[src/include/hsp_pkg.sv]
/*
  Package for the host-side controller of a byte-wide asynchronous static
  memory with a hardware-triggered nonvolatile save line.
  Assumes a single 50 MHz clock; all pin timing is counted in its cycles.
*/
package hsp_pkg;
  localparam int CLK_PERIOD_NS = 20;
  localparam int ADDR_W        = 15;
  localparam int DATA_W        = 8;

  // slowest grade bus timing, in ns, us or ms as each name ends
  localparam int T_CYCLE_NS    = 45;
  localparam int T_WRITE_NS    = 30;
  localparam int T_ACCESS_NS   = 45;
  localparam int T_HIZ_NS      = 15;
  localparam int T_SAVE_PULSE_NS = 15;
  localparam int T_BUSY_NS     = 300;
  localparam int T_COMPL_US    = 1;
  localparam int T_SAVE_MS     = 10;
  localparam int T_RECOVER_NS  = 700;

  function automatic int ceil_cyc(input int ns);
    ceil_cyc = (ns + CLK_PERIOD_NS - 1) / CLK_PERIOD_NS;
    if (ceil_cyc < 1) ceil_cyc = 1;
  endfunction

  localparam int CYC_WRITE   = ceil_cyc(T_WRITE_NS);
  localparam int CYC_ACCESS  = ceil_cyc(T_ACCESS_NS) + 1;
  localparam int CYC_HIZ     = ceil_cyc(T_HIZ_NS);
  localparam int CYC_PULSE   = ceil_cyc(T_SAVE_PULSE_NS);
  localparam int CYC_BUSY    = ceil_cyc(T_BUSY_NS);
  localparam int CYC_COMPL   = ceil_cyc(T_COMPL_US * 1000);
  localparam int CYC_SAVE    = ceil_cyc(T_SAVE_MS * 1000000);
  localparam int CYC_RECOVER = ceil_cyc(T_RECOVER_NS);

  localparam logic [1:0] OP_READ  = 2'h0;
  localparam logic [1:0] OP_WRITE = 2'h1;
  localparam logic [1:0] OP_SAVE  = 2'h2;

  typedef struct packed {
    logic [1:0]        op;
    logic [ADDR_W-1:0] addr;
    logic [DATA_W-1:0] wdata;
  } hsp_req_s;

  typedef enum logic [2:0] {
    ST_IDLE  = 3'h0,
    ST_SETUP = 3'h1,
    ST_PULSE = 3'h3,
    ST_END   = 3'h2,
    ST_SAVE  = 3'h6,
    ST_WAIT  = 3'h7,
    ST_REC   = 3'h5
  } hsp_state_e;
endpackage

[src/logic/hsp_ctrl.sv]
/*
  Host controller for an asynchronous byte memory with a save request line.
  Assumes the user issues one request at a time on REQ_VALID/REQ_READY and
  that the memory's busy drive on the store line is open-drain.
*/
// Notes on behaviour
// read: select low, strobe and store high
// write: select and strobe low, store high
// device releases bus after deselect
// strobe low at select: outputs stay off
// strobe fall turns device outputs off
// address changes only while deselected
// select held low long enough for write
// store low forces save, only if dirty
// store request pulse at least 15 ns
// busy within 300 ns, save under 10 ms
// in-flight cycle gets 1 us to finish
// after save, device blocks until release
// access resumes within 700 ns of release
// recovery counts only after save elapses
// no access during nonvolatile transfer
// dirty flag set by writes, cleared by save
// output enable high during writes
`timescale 1ns/10ps
module hsp_ctrl
  import hsp_pkg::*;
#(
  parameter int SAVE_CYCLES = CYC_SAVE
) (
  input  wire logic              CLOCK,
  input  wire logic              RST,
  input  wire hsp_req_s          REQ,
  input  wire logic              REQ_VALID,
  output      logic              REQ_READY,
  output      logic [DATA_W-1:0] RDATA,
  output      logic              RDATA_VALID,
  output      logic              SAVE_DONE,
  output      logic              DIRTY,
  output      logic              CS_N,
  output      logic              WE_N,
  output      logic              OE_N,
  output      logic [ADDR_W-1:0] ADDR,
  input  wire logic [DATA_W-1:0] DQ_I,
  output      logic [DATA_W-1:0] DQ_O,
  output      logic              DQ_OE_N,
  input  wire logic              STORE_REQ_N_I,
  output      logic              STORE_REQ_N_O,
  output      logic              STORE_REQ_N_OE_N
);
  // a zero count would wrap the down counter to all ones, a save two to four times the longest count
  if (SAVE_CYCLES < 1) begin : g_bad_save
    $error("SAVE_CYCLES must be at least one");
  end

  // the counter also carries the completion window, so size it for both
  localparam int CNT_MAX = (SAVE_CYCLES > CYC_COMPL + CYC_BUSY)
                           ? SAVE_CYCLES : CYC_COMPL + CYC_BUSY;
  localparam int CW      = $clog2(CNT_MAX + 1) + 1;

  hsp_state_e            state_r;
  logic [CW-1:0]         cnt_r;
  logic [1:0]            op_r;
  logic [DATA_W-1:0]     dq_meta_r, dq_sync_r;
  logic [1:0]            busy_sync_r;
  logic                  dirty_r;
  logic                  read_cap;

  function automatic logic [CW-1:0] cyc(input int n);
    cyc = CW'(n - 1);
  endfunction

  assign REQ_READY = (state_r == ST_IDLE);
  assign DIRTY     = dirty_r;
  assign STORE_REQ_N_O = 1'b0;
  assign read_cap  = (state_r == ST_END) && (op_r == OP_READ)
                     && (cnt_r == '0);

  // pin inputs pass two flip-flops before any use
  always_ff @(posedge CLOCK or posedge RST) begin
    if (RST) begin
      dq_meta_r   <= '0;
      dq_sync_r   <= '0;
      busy_sync_r <= 2'h3;
    end else begin
      dq_meta_r   <= DQ_I;
      dq_sync_r   <= dq_meta_r;
      busy_sync_r <= {busy_sync_r[0], STORE_REQ_N_I};
    end
  end

  always_ff @(posedge CLOCK or posedge RST) begin
    if (RST) begin
      state_r <= ST_IDLE;
      cnt_r   <= '0;
      op_r    <= OP_READ;
    end else begin
      case (state_r)
        ST_IDLE: begin
          if (REQ_VALID) begin
            op_r  <= REQ.op;
            if (REQ.op == OP_SAVE) begin
              state_r <= ST_SAVE;
              cnt_r   <= cyc(CYC_COMPL + CYC_BUSY);
            end else begin
              state_r <= ST_SETUP;
              cnt_r   <= '0;
            end
          end
        end
        // address settles one cycle before select falls
        ST_SETUP: begin
          state_r <= ST_PULSE;
          cnt_r   <= (op_r == OP_WRITE) ? cyc(CYC_WRITE)
                                        : cyc(CYC_ACCESS);
        end
        ST_PULSE: begin
          if (cnt_r == '0) begin
            state_r <= ST_END;
            // two extra cycles cover the data synchroniser
            cnt_r   <= (op_r == OP_READ) ? CW'(2) : cyc(CYC_HIZ);
          end else
            cnt_r <= cnt_r - 1'b1;
        end
        ST_END: begin
          if (cnt_r == '0) begin
            state_r <= ST_IDLE;
          end else
            cnt_r <= cnt_r - 1'b1;
        end
        // hold request through the completion window, then the save time
        ST_SAVE: begin
          if (cnt_r == '0) begin
            state_r <= ST_WAIT;
            cnt_r   <= cyc(SAVE_CYCLES);
          end else
            cnt_r <= cnt_r - 1'b1;
        end
        ST_WAIT: begin
          if (cnt_r == '0) begin
            state_r <= ST_REC;
            cnt_r   <= cyc(CYC_RECOVER);
          end else
            cnt_r <= cnt_r - 1'b1;
        end
        // wait out recovery and any device busy drive on the line
        ST_REC: begin
          if (cnt_r == '0) begin
            if (busy_sync_r[1]) state_r <= ST_IDLE;
          end else
            cnt_r <= cnt_r - 1'b1;
        end
        default: state_r <= ST_IDLE;
      endcase
    end
  end

  // pin drive: one flop per pin so outputs change glitch free
  always_ff @(posedge CLOCK or posedge RST) begin
    if (RST) begin
      CS_N <= 1'b1;
      WE_N <= 1'b1;
      OE_N <= 1'b1;
      ADDR <= '0;
      DQ_O <= '0;
      DQ_OE_N <= 1'b1;
      STORE_REQ_N_OE_N <= 1'b1;
    end else begin
      if (state_r == ST_IDLE && REQ_VALID && REQ.op != OP_SAVE) begin
        ADDR <= REQ.addr;
        DQ_O <= REQ.wdata;
      end
      CS_N <= !(state_r == ST_SETUP || state_r == ST_PULSE);
      WE_N <= !((state_r == ST_SETUP || state_r == ST_PULSE)
                && op_r == OP_WRITE && !(state_r == ST_PULSE
                && cnt_r == '0));
      OE_N <= !((state_r == ST_SETUP || state_r == ST_PULSE)
                && op_r == OP_READ);
      DQ_OE_N <= !((state_r == ST_SETUP || state_r == ST_PULSE)
                   && op_r == OP_WRITE);
      STORE_REQ_N_OE_N <= !(state_r == ST_SAVE || state_r == ST_WAIT
                            || (state_r == ST_IDLE && REQ_VALID
                                && REQ.op == OP_SAVE));
    end
  end

  // the host mirrors the device's dirty state to tell whether saves run
  always_ff @(posedge CLOCK or posedge RST) begin
    if (RST)
      dirty_r <= 1'b0;
    else if (state_r == ST_END && op_r == OP_WRITE && cnt_r == '0)
      dirty_r <= 1'b1;
    else if (state_r == ST_WAIT && cnt_r == '0)
      dirty_r <= 1'b0;
  end

  always_ff @(posedge CLOCK or posedge RST) begin
    if (RST) begin
      RDATA       <= '0;
      RDATA_VALID <= 1'b0;
      SAVE_DONE   <= 1'b0;
    end else begin
      RDATA_VALID <= read_cap;
      if (read_cap) RDATA <= dq_sync_r;
      SAVE_DONE   <= (state_r == ST_REC) && (cnt_r == '0)
                     && busy_sync_r[1];
    end
  end
endmodule

[config.mk]
export PLATFORM = sky130hd
export DESIGN_NAME = hsp_ctrl
export DESIGN_NICKNAME = d
export VERILOG_FILES = /design/src/include/hsp_pkg.sv /design/src/logic/hsp_ctrl.sv
export SDC_FILE = /design/constraint.sdc
export NUM_CORES = 1
export LEC_CHECK = 0
export ABC_AREA = 1
export BUFFER_PORTS_ARGS = -buffer_cell sky130_fd_sc_hd__buf_2
export CAP_MARGIN = 10
export CORE_ASPECT_RATIO = 0.75
export CORE_MARGIN = 1
export CORE_UTILIZATION = 54
export DETAILED_ROUTE_END_ITERATION = 16
export PLACE_DENSITY = 0.81
export SETUP_SLACK_MARGIN = 0.5
export SLEW_MARGIN = 10
export SYNTH_ARGS = -nofsm -noshare
export SYNTH_HDL_FRONTEND = slang
export SYNTH_SLANG_ARGS = --single-unit
[constraint.sdc]
create_clock -name CLOCK -period 3.45 [get_ports CLOCK]
set_clock_uncertainty 0.15 [all_clocks]
set_input_delay 1.035 -clock CLOCK [delete_from_list [all_inputs] [get_ports CLOCK]]
set_output_delay 1.035 -clock CLOCK [all_outputs]
set_load 0.01 [all_outputs]
* Word level (Yosys, flattened, before mapping) *
Cells that the tools add are included.

cells by class
  $add $sub $neg = 1
  divide/modulo/power cells = 0
  bitwise operators = 0
  reductions and logical operators = 32
  muxes and demuxes = 20
  shift operators = 0
  equal/unequal tests = 17
  multiply operators = 0
  magnitude comparators = 0

operators by type and width
  kind                                                                     number
  20-bit case mux with 6 select lines                                      1
  20-bit two-way mux                                                       5
  3-bit two-way mux                                                        8
  3-bit case mux with 7 select lines                                       1
  20-bit logical NOT                                                       1
  20-bit by 1-bit subtractor with 20-bit output, second input constant     1
  1-bit logical AND                                                        14
  2-bit by 1-bit inequality test with 1-bit output, second input constant  5
  3-bit equality test, second input constant                               3
  2-bit inequality test, second input constant                             4
  7-bit two-way mux                                                        1
  7-bit AND reduction                                                      1
  3-bit by 2-bit equality test with 1-bit output, second input constant    2
  1-bit logical NOT                                                        6
  6-bit nonzero test                                                       1
  2-bit two-way mux                                                        2
  3-bit by 1-bit equality test with 1-bit output, second input constant    1
  3-bit logical NOT                                                        1
  1-bit logical OR                                                         3
  3-bit AND reduction                                                      1
  2-bit by 1-bit equality test with 1-bit output, second input constant    1
  2-bit equality test, second input constant                               1
  2-bit logical NOT                                                        1
  1-bit two-way mux                                                        2
  3 further kinds                                                          3

word-level totals
  memories kept = 0
  bits in latches = 0
  ROM bits = 0
  output and inout port bits = 41
  input bits = 37
  bits in writable memories = 0
  register bits = 82
  logic and storage cells = 87

* Logic depth before layout (Yosys ltp) *
Gate-level depths: netlist of run 1.

  depth in word-level cells = 5
  depth in mapped cells = 11
  mapped depth without buffers = 11

* Least setup slack after synthesis of run 1 *
Ideal clock, no wire load.

  path kind = input to register
  start point = in REQ_VALID
  end point = reg cnt_r[13]
  path buffers = 1
  stages on the path = 6
  setup slack = 1276 ps
  setup time = 119 ps
  required time = 3181 ps
  arrival = 1905 ps
  cell sequence = inv_1 > o21ai_1 > nand2_4 > buf_6 > a21oi_1 > nand2_1

on the way
  longest elaborated chain between the ends = 2

RTL lines
  element                          line             text
  start: declaration               hsp_ctrl.sv:33   input wire logic REQ_VALID,
  2-bit inequality test (no line)  -
  3-bit AND reduction (no line)    -
  end signal: assignment           hsp_ctrl.sv:103  cnt_r <= cyc(CYC_COMPL + CYC_BUSY);
  end signal: assignment           hsp_ctrl.sv:113  cnt_r <= (op_r == OP_WRITE) ? cyc(CYC_WRITE)
  end signal: assignment           hsp_ctrl.sv:120  cnt_r <= (op_r == OP_READ) ? CW'(2) : cyc(CYC_HIZ);
  end: declaration                 hsp_ctrl.sv:61   logic [CW-1:0] cnt_r;

No other way between the ends.
A chain may end at the register's enable or synchronous reset.

* Worst setup path after layout of run 1 *
  start point = reg state_r[0]
  end point = out REQ_READY

on the way
  longest elaborated chain between the ends = 1

RTL lines
  element                   line             text
  start: declaration        hsp_ctrl.sv:60   hsp_state_e state_r;
  start signal: assignment  hsp_ctrl.sv:93   state_r <= ST_IDLE;
  start signal: assignment  hsp_ctrl.sv:102  state_r <= ST_SAVE;
  start signal: assignment  hsp_ctrl.sv:105  state_r <= ST_SETUP;
  3-bit logical NOT         hsp_ctrl.sv:72   assign REQ_READY = (state_r == ST_IDLE);
  end: declaration          hsp_ctrl.sv:34   output logic REQ_READY,

No other way between the ends.

==> summary.md, run 1 <==
| Metric | Value |
|---|---|
| Post-synth top area cell | dfrtp_1 |
| Cell Area, Synth | 3740 µm² |
| Area of the multi-input gates | 1460 µm² |
| WL/cell | 13.8 µm |
| Slew of the pin with the lowest slew margin | 0.651 ns |
| Initial DRC Count | 143 |
| Netlist cell types | 35 |
| Post-route clock period utilization | 73.8% |
| Commonest register cell after synthesis | dfrtp_1 |
| Setup TNS | 0 ns |
| Final Hold Viols | 0 |
| Hold endpoint | dq_sync_r[2] |
| Maximum root-to-sink buffer count | 2 |
| Post-synth top area share | 50.1% |
| CTS Hold Buffers Added | 0 |
| Post-DP HPWL | 5.47 mm |
| IO Port Bufs | 76 |
| Layout area overhead | 17.3% |
| Maxcap violations | 0 |
| Most common cell in the netlist | nand2_1 |
| Initial antenna violation count | 0 |
| Synthesized area per cell | 9.73 µm² |
| CTS sink count | 82 |
| EDFF count, synth | 0 |
| Startpoint Class | register |
| Post-route minimum period | 2.55 ns |
| 1st-pass router iterations | 12 |
| Crit-path max cell delay | 0.52 ns |
| P_leak | 0.00230 µW |
| Initial Util | 57.6% |
| Synth Instances | 385 |
| Post-CTS resize count | 0 |
| Worst hold path class | reg2reg |
| Synth cell count leaders | 101 x nand2_1, 75 x dfrtp_1, 45 x nor2_1, 29 x inv_1, 29 x nand3_1 |
| Buf+Inv Stages, Crit Path | 2 |
| Top Ports | 78 |
| Register area share after synthesis | 55.0% |
| Crit Path Max Fanout | 10 |
| Most frequent CP cell | nor2_4 |
| Cells on worst reg2reg path | 10 |
| Post-synth ARST share | 100% |
| Vias | 2892 |
| Vias/cell | 5.25 |
| Core area | 6510 µm² |
| Die X | 98.2 µm |
| R2R setup slack | 1.24 ns |
| Antenna cells | 0 |
| Vias in the first global route | 2850 |
| Post-DRT Antenna Nets | 0 |
| Yosys reg bits | 82 |
| RR Startpoint | cnt_r[0] |
| Hold depth | 0 |
| Synthesis Warnings | 0 |
| Hold Path Origin | dq_meta_r[2] |
| Post-CTS Setup Repair Bufs | 0 |
| Worst VDD drop | 0.000527 V |
| First-pass GRT wire length | 13.4 mm |
| FF/Latch Area | 2060 µm² |
| Status | finished with violations |
| Cts bufs inserted | 9 |
| Crit Path Category | reg2out |
| # fillers | 502 |
| Overflow after GRT | 0 |
| Height of the die | 74.1 µm |
| CP top delay family | flip-flops |
| Worst path required time | 2.26 ns |
| Place WS | 0.867 ns |
| # H-tree levels | 3 |
| Syn nets | 423 |
| Worst path slowest cell | dfrtp_1 |
| Max-slew headroom | 56.5% |
| Tot GR Track Use | 24.0% |
| CP cell instances | nor2_4, inv_2, nor2_4, buf_2 |
| Max-slew violations | 0 |
| Clk Latency, worst-skew pair | 0.36 ns |
| Main area contributors after synthesis | dfrtp_1 50%, nand2_1 10%, mux2_1 6.0% |
| Clock Tree Root | clkbuf_8 |
| Clock-pin slew on the worst setup and hold paths | 0.09 ns |
| Die area | 7280 µm² |
| DRC | 3 |
| WP data arrival | 1.36 ns |
| CTS tree | built |
| Row cnt | 25 |
| Largest net degree at the start of global routing | 59 |
| Setup violators final | 0 |
| Final Net Count | 503 |
| Final setup margin | 0.903 ns |
| Worst Setup End Kind | output port |
| GP Congestion | 0.863 |
| RSZ-0062 raised after global routing | false |
| Routed wire length | 7.61 mm |
| Maximum clock rate | 393 MHz |
| Ratio of cells with drive above 1 in the final layout | 28.3% |
| Failing checks | design-rule violations |
| End of the worst register-to-register path | cnt_r[15] |
| Power per cell area | 915 nW/µm² |
-- kinds of logic after synthesis --
kind of cell / share of synthesized area (%)
AOI/OAI and AO/OA: 2.47
xor gates and xnor gates: 2.10
adders and majority gates: 0.334
buffers and inverters: 6.08
DFF: 55.0
muxes: 7.22
other: 0.100
and+or+nand+nor: 26.7
-- worst max-delay path by stage --
| stage | start | end | slack (ns) | cells past startpoint |
|---|---|---|---|---|
| after floorplan | REQ_VALID | cnt_r[13] | 1.28 | 6 |
| after global placement | REQ[23] | ADDR[13] | 0.91 | 6 |
| after detailed placement | REQ[23] | ADDR[5] | 0.87 | 6 |
| after CTS | state_r[0] | REQ_READY | 0.90 | 4 |
| after global routing | state_r[0] | REQ_READY | 0.79 | 4 |
| final | state_r[0] | REQ_READY | 0.90 | 4 |
-- power breakdown --
group / internal [µW] / total, µW / switching [µW]
Sequential: 1270 / 1480 / 207
Combinational: 666 / 1790 / 1120
Clock: 358 / 750 / 392
-- flip-flops by register name, indices dropped and copies added, names as in the netlist, 2 cells and up --
name / count
ADDR: 15
DQ_O: 8
RDATA: 8
busy_sync_r: 2
cnt_r: 20
dq_meta_r: 8
dq_sync_r: 8
op_r: 2
state_r: 3
-- placed cells by master (no fill, tap or decap), types with 3 or more instances in the layout --
cell / Yosys / layout
nor2_1: 45 / 45
clkbuf_8: 0 / 9
o21bai_1: 3 / 3
nor2_4: 5 / 5
o21ai_1: 6 / 6
mux2_2: 4 / 4
inv_2: 5 / 5
nand2_4: 3 / 3
buf_2: 0 / 76
xor2_1: 5 / 5
dfrtp_1: 75 / 75
mux2_1: 20 / 20
nand3_1: 29 / 29
xnor2_1: 4 / 4
nand4_1: 6 / 6
a21oi_1: 5 / 5
nand2_2: 4 / 4
dfstp_2: 7 / 7
inv_8: 0 / 3
inv_1: 29 / 28
nand2_1: 101 / 101
o21ai_0: 3 / 3
-- layout make-up --
cell class / instances / share of cell area [%]
multi-input cells: 257 / 33.2
inverters: 38 / 3.48
well taps: 81 / 2.31
flip-flops and latches: 82 / 46.9
repair buffers: 77 / 9.12
clock inverters: 7 / 2.19
clock buffers: 9 / 2.82
-- layer usage --
metal / vias up / share of wire, % / wire, µm / GRT usage (%)
li1: 1384 / - / - / -
met1: 1374 / 45 / 3410 / 31.7
met2: 118 / 46 / 3480 / 38.4
met3: 16 / 8.0 / 611 / 7.24
met4: 0 / 1.4 / 106 / 8.62
met5: - / 0 / 0 / 0
-- worst reg2reg max path: cells and delay by family, from the launching register on --
| family | cells | cell delay (ns) |
|---|---|---|
| buffers and inverters | 2 | 0.25 |
| DFF | 1 | 0.39 |
| adders and majority gates | 1 | 0.27 |
| and+or+nand+nor | 7 | 1.09 |
-- stage by stage --
step	std cells	util [%]	power (µW)	area, µm²	hold WS, ns
CTS	551	67.5	4020	4390	0.207
finish	551	67.5	4020	4390	0.202
detailed placement	535	64.1	3260	4170	0.186
floorplan	385	-	2800	3750	0.181
global route	551	67.5	4320	4390	0.212
global placement	535	64.1	3160	4170	0.183
Power figures use the tool's default switching activity.
==> run 2, diff against run 1 <==
--- a/config.mk
+++ b/config.mk
@@ -10,9 +10,9 @@
 export CAP_MARGIN = 10
 export CORE_ASPECT_RATIO = 0.75
 export CORE_MARGIN = 1
-export CORE_UTILIZATION = 54
+export CORE_UTILIZATION = 49
 export DETAILED_ROUTE_END_ITERATION = 16
-export PLACE_DENSITY = 0.81
+export PLACE_DENSITY = 0.78
 export SETUP_SLACK_MARGIN = 0.5
 export SLEW_MARGIN = 10
 export SYNTH_ARGS = -nofsm -noshare
==> constraint.sdc (replaced) <==
create_clock -name CLOCK -period 2.3 [get_ports CLOCK]
set_clock_uncertainty 0.15 [all_clocks]
set_input_delay 0.69 -clock CLOCK [delete_from_list [all_inputs] [get_ports CLOCK]]
set_output_delay 0.69 -clock CLOCK [all_outputs]
set_load 0.01 [all_outputs]
==> summary.md, run 2 (synthesis results as in run 1) <==
| Metric | Value |
|---|---|
| RR Startpoint | cnt_r[0] |
| Final Net Count | 549 (+9.1%) |
| IO Port Bufs | 76 (unchanged) |
| Die area | 8000 µm² (+10%) |
| Post-route minimum period | 2.06 ns |
| Initial antenna violation count | 0 (unchanged) |
| DRC | 0 (-3) |
| Final Hold Viols | 0 (unchanged) |
| Clk Latency, worst-skew pair | 0.37 ns (about the same) |
| Row cnt | 27 (+8.0%) |
| First-pass GRT wire length | 14.6 mm (+8.7%) |
| GP Congestion | 0.855 (-0.97%) |
| # H-tree levels | 3 (unchanged) |
| Overflow after GRT | 0 (unchanged) |
| Hold depth | 0 (unchanged) |
| R2R setup slack | 0.28 ns (-0.96 ns) |
| Tot GR Track Use | 24.4% (+0.40 points) |
| RSZ-0062 raised after global routing | true |
| Max reg flops | 20 (unchanged) |
| Status | finished, final reports clean |
| Largest registers | cnt_r: 20 flops, ADDR: 15 flops |
| Hold Path Origin | dq_meta_r[5] |
| Post-DP HPWL | 5.51 mm (+0.78%) |
| 1st-pass router iterations | 5 (-7) |
| Buf+Inv Stages, Crit Path | 2 (unchanged) |
| Ratio of cells with drive above 1 in the final layout | 45.7% (+17 points) |
| Layout area overhead | 38.5% |
| Vias/cell | 5.38 (+2.5%) |
| Setup violators final | 0 (unchanged) |
| Worst path required time | 1.46 ns (-0.80 ns) |
| Startpoint Class | register |
| Setup TNS | 0 ns (unchanged) |
| Maximum clock rate | 486 MHz |
| Clock Tree Root | clkbuf_8 |
| Worst Setup End Kind | output port |
| CTS Hold Buffers Added | 0 (unchanged) |
| Initial DRC Count | 261 (+83%) |
| Commonest non-fill, non-tap cell in the layout | nand2_1 |
| Cells on worst reg2reg path | 10 (unchanged) |
| End of the worst register-to-register path | cnt_r[16] |
| Commonest non-fill, non-tap cells in the layout | 84 x nand2_1, 70 x buf_2, 69 x dfrtp_1, 34 x nor2_1, 33 x buf_4 |
| Crit Path Max Fanout | 2 (-8) |
| CTS sink count | 82 (unchanged) |
| Most frequent CP cell | nor2_4 |
| Worst path slowest cell | dfrtp_2 |
| Vias | 3318 (+15%) |
| Worst hold path class | reg2reg |
| Final Core Density | 70.4% (+2.9 points) |
| Fin cells | 617 (+12%) |
| Post-route clock period utilization | 89.5% |
| Max-slew violations | 0 (unchanged) |
| CP cell instances | nor2_4, inv_2, nor2_4, buf_6 |
| Vias in the first global route | 3032 (+6.4%) |
| Maximum root-to-sink buffer count | 2 (unchanged) |
| Maxcap violations | 0 (unchanged) |
| Cts bufs inserted | 9 (unchanged) |
| Die X | 103 µm (+4.9%) |
| Crit Path Category | reg2out |
| WL/cell | 16.6 µm (+20%) |
| CP top delay family | flip-flops |
| Antenna cells | 0 (unchanged) |
| P_leak | 0.00262 µW (+14%) |
| Routed wire length | 10.2 mm (+35%) |
| Top Ports | 78 (unchanged) |
| Hold endpoint | dq_sync_r[5] |
| # fillers | 522 (+4.0%) |
| Height of the die | 77.7 µm (+4.8%) |
| Power per cell area | 1440 nW/µm² (+57%) |
| Dpl cells | 556 (+3.9%) |
| Post-DRT Antenna Nets | 0 (unchanged) |
| CTS tree | built |
| Top reg by flops | cnt_r |
| WP data arrival | 1.22 ns (-0.14 ns) |
| Core area | 7360 µm² (+13%) |
| Worst VDD drop | 0.000730 V (+39%) |
| Largest net degree at the start of global routing | 83 (+41%) |
| Crit-path max cell delay | 0.44 ns (-0.08 ns) |
| Initial Util | 50.8% (-6.7 points) |
| Clock-pin slew on the worst setup and hold paths | 0.09 ns (about the same) |
==> run 2: cell count changes in the layout (fill, tap and decap cells not counted), sizes merged <==
cell      change
inv           -2
buf          +43
clkbuf        +1
nand3         +1
nand4         +1
clkinv        +1
clkinvlp      +1
==> run 2: repair_timing <==
action                                  4_1_cts  5_1_grt
buffers inserted                             21       19
endpoints found under the setup margin       61       62
pin swaps                                    12       27
gates cloned                                  2        3
gates resized for setup                      27       62
==> run 2: worst max-delay path by stage <==
stage | endpoint | start | slack [ns] | depth (start not counted)
after CTS | REQ_READY | state_r[1] | 0.26 | 4
after floorplan | ADDR[0] | state_r[0] | 0.51 | 8
final | REQ_READY | state_r[0] | 0.24 | 4
after global routing | REQ_READY | state_r[0] | 0.21 | 4
after global placement | cnt_r[7] | REQ_VALID | 0.30 | 8
after detailed placement | cnt_r[7] | REQ_VALID | 0.21 | 8
==> run 2: cell type report <==
class                           instances  area, µm²  area share [%]
Clock buffer                           10        138            2.65
Clock inverter                          6       72.6            1.40
Inverter                               38        165            3.19
Multi-Input combinational cell        259       1750            33.8
Sequential cell                        82       2070            39.9
Tap cell                              101        126            2.44
Timing Repair Buffer                  120        857            16.5
Timing Repair inverter                  1       6.26           0.121
==> run 2: metal layers <==
| layer | track usage, % | routed length [µm] | vias to the layer above |
|---|---|---|---|
| met2 | 38.0 | 5020 | 170 |
| met4 | 8.17 | 315 | 0 |
| met5 | 0 | 0 | - |
| met1 | 32.3 | 4190 | 1626 |
| li1 | - | - | 1485 |
| met3 | 7.48 | 710 | 37 |
==> run 2: worst register-to-register path, delay by kind of cell (launching register included) <==
| family | cells | cell delay, ns |
|---|---|---|
| flops | 1 | 0.40 |
| fa+ha+maj | 1 | 0.18 |
| buf+inv | 2 | 0.21 |
| simple gates | 7 | 0.98 |
==> run 2: stage by stage <==
| step | hold slack, ns | worst slack (ns) | area, µm² | power, µW |
|---|---|---|---|---|
| global route | 0.203 | 0.212 | 5180 | 7870 |
| global placement | 0.183 | 0.296 | 4220 | 4810 |
| CTS | 0.199 | 0.258 | 4760 | 6580 |
| finish | 0.199 | 0.242 | 5180 | 7450 |
| floorplan | 0.181 | 0.506 | 3750 | 4210 |
| detailed placement | 0.185 | 0.215 | 4220 | 4900 |
==> run 2: power breakdown <==
part,switching [µW],total [µW],internal (µW)
clock network,569,1110,543
registers,321,2240,1920
logic,2310,4100,1790
==> run 3, diff against run 2 <==
--- a/config.mk
+++ b/config.mk
@@ -10,9 +10,9 @@
 export CAP_MARGIN = 10
 export CORE_ASPECT_RATIO = 0.75
 export CORE_MARGIN = 1
-export CORE_UTILIZATION = 49
+export CORE_UTILIZATION = 55
 export DETAILED_ROUTE_END_ITERATION = 16
-export PLACE_DENSITY = 0.78
+export PLACE_DENSITY = 0.82
 export SETUP_SLACK_MARGIN = 0.5
 export SLEW_MARGIN = 10
 export SYNTH_ARGS = -nofsm -noshare
==> constraint.sdc (replaced) <==
create_clock -name CLOCK -period 2.4 [get_ports CLOCK]
set_clock_uncertainty 0.15 [all_clocks]
set_input_delay 0.72 -clock CLOCK [delete_from_list [all_inputs] [get_ports CLOCK]]
set_output_delay 0.72 -clock CLOCK [all_outputs]
set_load 0.01 [all_outputs]
==> summary.md, run 3 (synthesis results as in run 1) <==
| Metric | Value |
|---|---|
| Status | finished, final reports clean |
| Routed wire length | 11.1 mm (+8.2%) |
| Setup TNS | 0 ns (unchanged) |
| Post-route minimum period | 2.11 ns |
| Clock Tree Root | clkbuf_8 |
| Post-route clock period utilization | 87.9% |
| Logic pwr share | 55.0% (about the same) |
| Vias/cell | 5.86 (+9.0%) |
| Worst hold path class | in2async |
| CTS sink count | 82 (unchanged) |
| Tot GR Track Use | 25.5% (+1.2 points) |
| Startpoint Class | register |
| Worst setup path start | state_r[1] |
| CTS tree | built |
| Commonest non-fill, non-tap cell in the layout | nand2_1 |
| Commonest non-fill, non-tap cells in the layout | 93 x nand2_1, 70 x dfrtp_1, 70 x buf_2, 37 x nor2_1 |
| Die area | 7150 µm² (-11%) |
| Maximum clock rate | 474 MHz |
| Power per cell area | 1390 nW/µm² (-3.1%) |
| Cts bufs inserted | 9 (unchanged) |
| Seq pwr share | 31.2% (+1.2 points) |
| Initial Util | 58.1% (+7.3 points) |
| Antenna cells | 0 (unchanged) |
| Max-slew headroom | 65.1% |
| Die X | 97.3 µm (-5.5%) |
| Worst VDD drop | 0.000788 V (+7.9%) |
| P_leak | 0.00255 µW (-2.8%) |
| Post-DRT Antenna Nets | 0 (unchanged) |
| Crit Path Max Fanout | 8 (+6) |
| Clk Latency, worst-skew pair | 0.37 ns (about the same) |
| Maxcap violations | 0 (unchanged) |
| Top reg by flops | cnt_r |
| Ratio of cells with drive above 1 in the final layout | 40.9% (-4.8 points) |
| Overflow after GRT | 0 (unchanged) |
| Switch share | 44.3% (+1.4 points) |
| RSZ-0062 raised after global routing | true |
| Height of the die | 73.5 µm (-5.5%) |
| End of the worst register-to-register path | cnt_r[1] |
| DRC | 0 (unchanged) |
| Slew of the pin with the lowest slew margin | 0.520 ns |
| CTS Hold Buffers Added | 0 (unchanged) |
| Top Ports | 78 (unchanged) |
| Initial DRC Count | 389 (+49%) |
| RR Startpoint | state_r[1] |
| Post-DP HPWL | 5.78 mm (+4.8%) |
| Maximum root-to-sink buffer count | 2 (unchanged) |
| IO Port Bufs | 76 (unchanged) |
| Core area | 6440 µm² (-13%) |
| Max reg flops | 20 (unchanged) |
| Final Hold Viols | 0 (unchanged) |
| Final Net Count | 541 (-1.5%) |
| Largest net degree at the start of global routing | 41 (-51%) |
| # H-tree levels | 3 (unchanged) |
| Vias in the first global route | 2943 (-2.9%) |
| Largest registers | cnt_r: 20 flops, ADDR: 15 flops |
| Vias | 3454 (+4.1%) |
| Critical Path Sink | cnt_r[1] |
| Max-slew violations | 0 (unchanged) |
| Initial antenna violation count | 0 (unchanged) |
| WL/cell | 18.8 µm (+13%) |
| R2R setup slack | 0.29 ns (about the same) |
| Crit Path Category | reg2reg |
| Final Core Density | 76.9% (+6.5 points) |
| GP Congestion | 0.839 (-1.9%) |
| Clock-pin slew on the worst setup and hold paths | 0.09 ns (about the same) |
| Layout area overhead | 32.3% |
| Worst Setup End Kind | register |
| # fillers | 379 (-27%) |
| Clock network power share | 13.8% (-1.1 points) |
| Setup violators final | 0 (unchanged) |
| 1st-pass router iterations | 5 (unchanged) |
| Worst path required time | 2.56 ns (+1.10 ns) |
| Int Pwr | 3840 µW (-9.6%) |
| Switch Pwr | 3050 µW (-4.5%) |
| First-pass GRT wire length | 13.9 mm (-4.4%) |
| WP data arrival | 2.27 ns (+1.05 ns) |
| Cells on worst reg2reg path | 11 (+1) |
| Row cnt | 25 (-7.4%) |
run 3: changes by cell type in the layout (fill, tap and decap cells not counted), sizes merged:
cell	change
clkinvlp	+1
bufinv	-1
clkinv	-2
clkbuf	+1
buf	-8
inv	+2
nand3	-1
run 3: routing by layer:
layer  routed length [µm]  global-route usage, %  share of wire, %  vias up
met5                    0                      0                 0        -
met4                  732                   8.99               6.6        0
met3                 1130                   7.99                10       86
met2                 4990                   41.4                45      289
met1                 4230                   33.1                38     1614
li1                     -                      -                 -     1465
run 3: through the flow:
| stage | setup slack [ns] | cell area, µm² | instances | hold slack [ns] | power, µW |
|---|---|---|---|---|---|
| 6_report | 0.290 | 4950 | 589 | 0.182 | 6890 |
| 5_1_grt | 0.279 | 4950 | 589 | 0.206 | 7210 |
| 4_1_cts | 0.312 | 4510 | 562 | 0.169 | 5870 |
| 3_5_place_dp | 0.279 | 4210 | 539 | 0.186 | 4720 |
| 3_3_place_gp | 0.353 | 4210 | 539 | 0.182 | 4610 |
| 2_1_floorplan | 0.541 | 3750 | 385 | 0.181 | 4030 |
run 3: worst min path at each step:
stage / startpoint / endpoint / slack (ns)
after CTS: RST / ADDR[8] / 0.17
after global routing: RST / ADDR[8] / 0.21
after global placement: dq_meta_r[3] / dq_sync_r[3] / 0.18
after detailed placement: dq_meta_r[2] / dq_sync_r[2] / 0.19
after floorplan: dq_meta_r[0] / dq_sync_r[0] / 0.18
final: RST / ADDR[10] / 0.18
run 3: worst max-delay path, stage by stage (launching register included):
cell and delay, ns:
dfrtp_2 0.43, buf_4 0.18, inv_2 0.13, nand3_1 0.20, nand2_2 0.20, nor2_2 0.09, or2_1 0.26, nand2_1 0.10
nor2_1 0.05, nand2_1 0.11, nand2_1 0.08, nand2_2 0.07
run 3: power groups by stage:
stage	registers (µW)	logic, µW	clock network (µW)
floorplan	2200	1830	0
global placement	2120	2490	0
detailed placement	2150	2570	0
CTS	2100	2810	955
global route	2190	4010	1010
finish	2150	3790	950
run 3: area by class of cell:
class | instances | area (µm²) | area share [%]
Sequential cell | 82 | 2070 | 41.7
Multi-Input combinational cell | 258 | 1630 | 33.0
Timing Repair Buffer | 114 | 807 | 16.3
Inverter | 38 | 161 | 3.26
Clock buffer | 9 | 124 | 2.50
Tap cell | 81 | 101 | 2.05
Clock inverter | 7 | 60.1 | 1.21
run 3: repair_timing:
action                                  CTS  global route
gates resized for setup                  11            54
gates cloned                              0             3
pin swaps                                 4            20
buffers inserted                          7            24
endpoints found under the setup margin   34            58
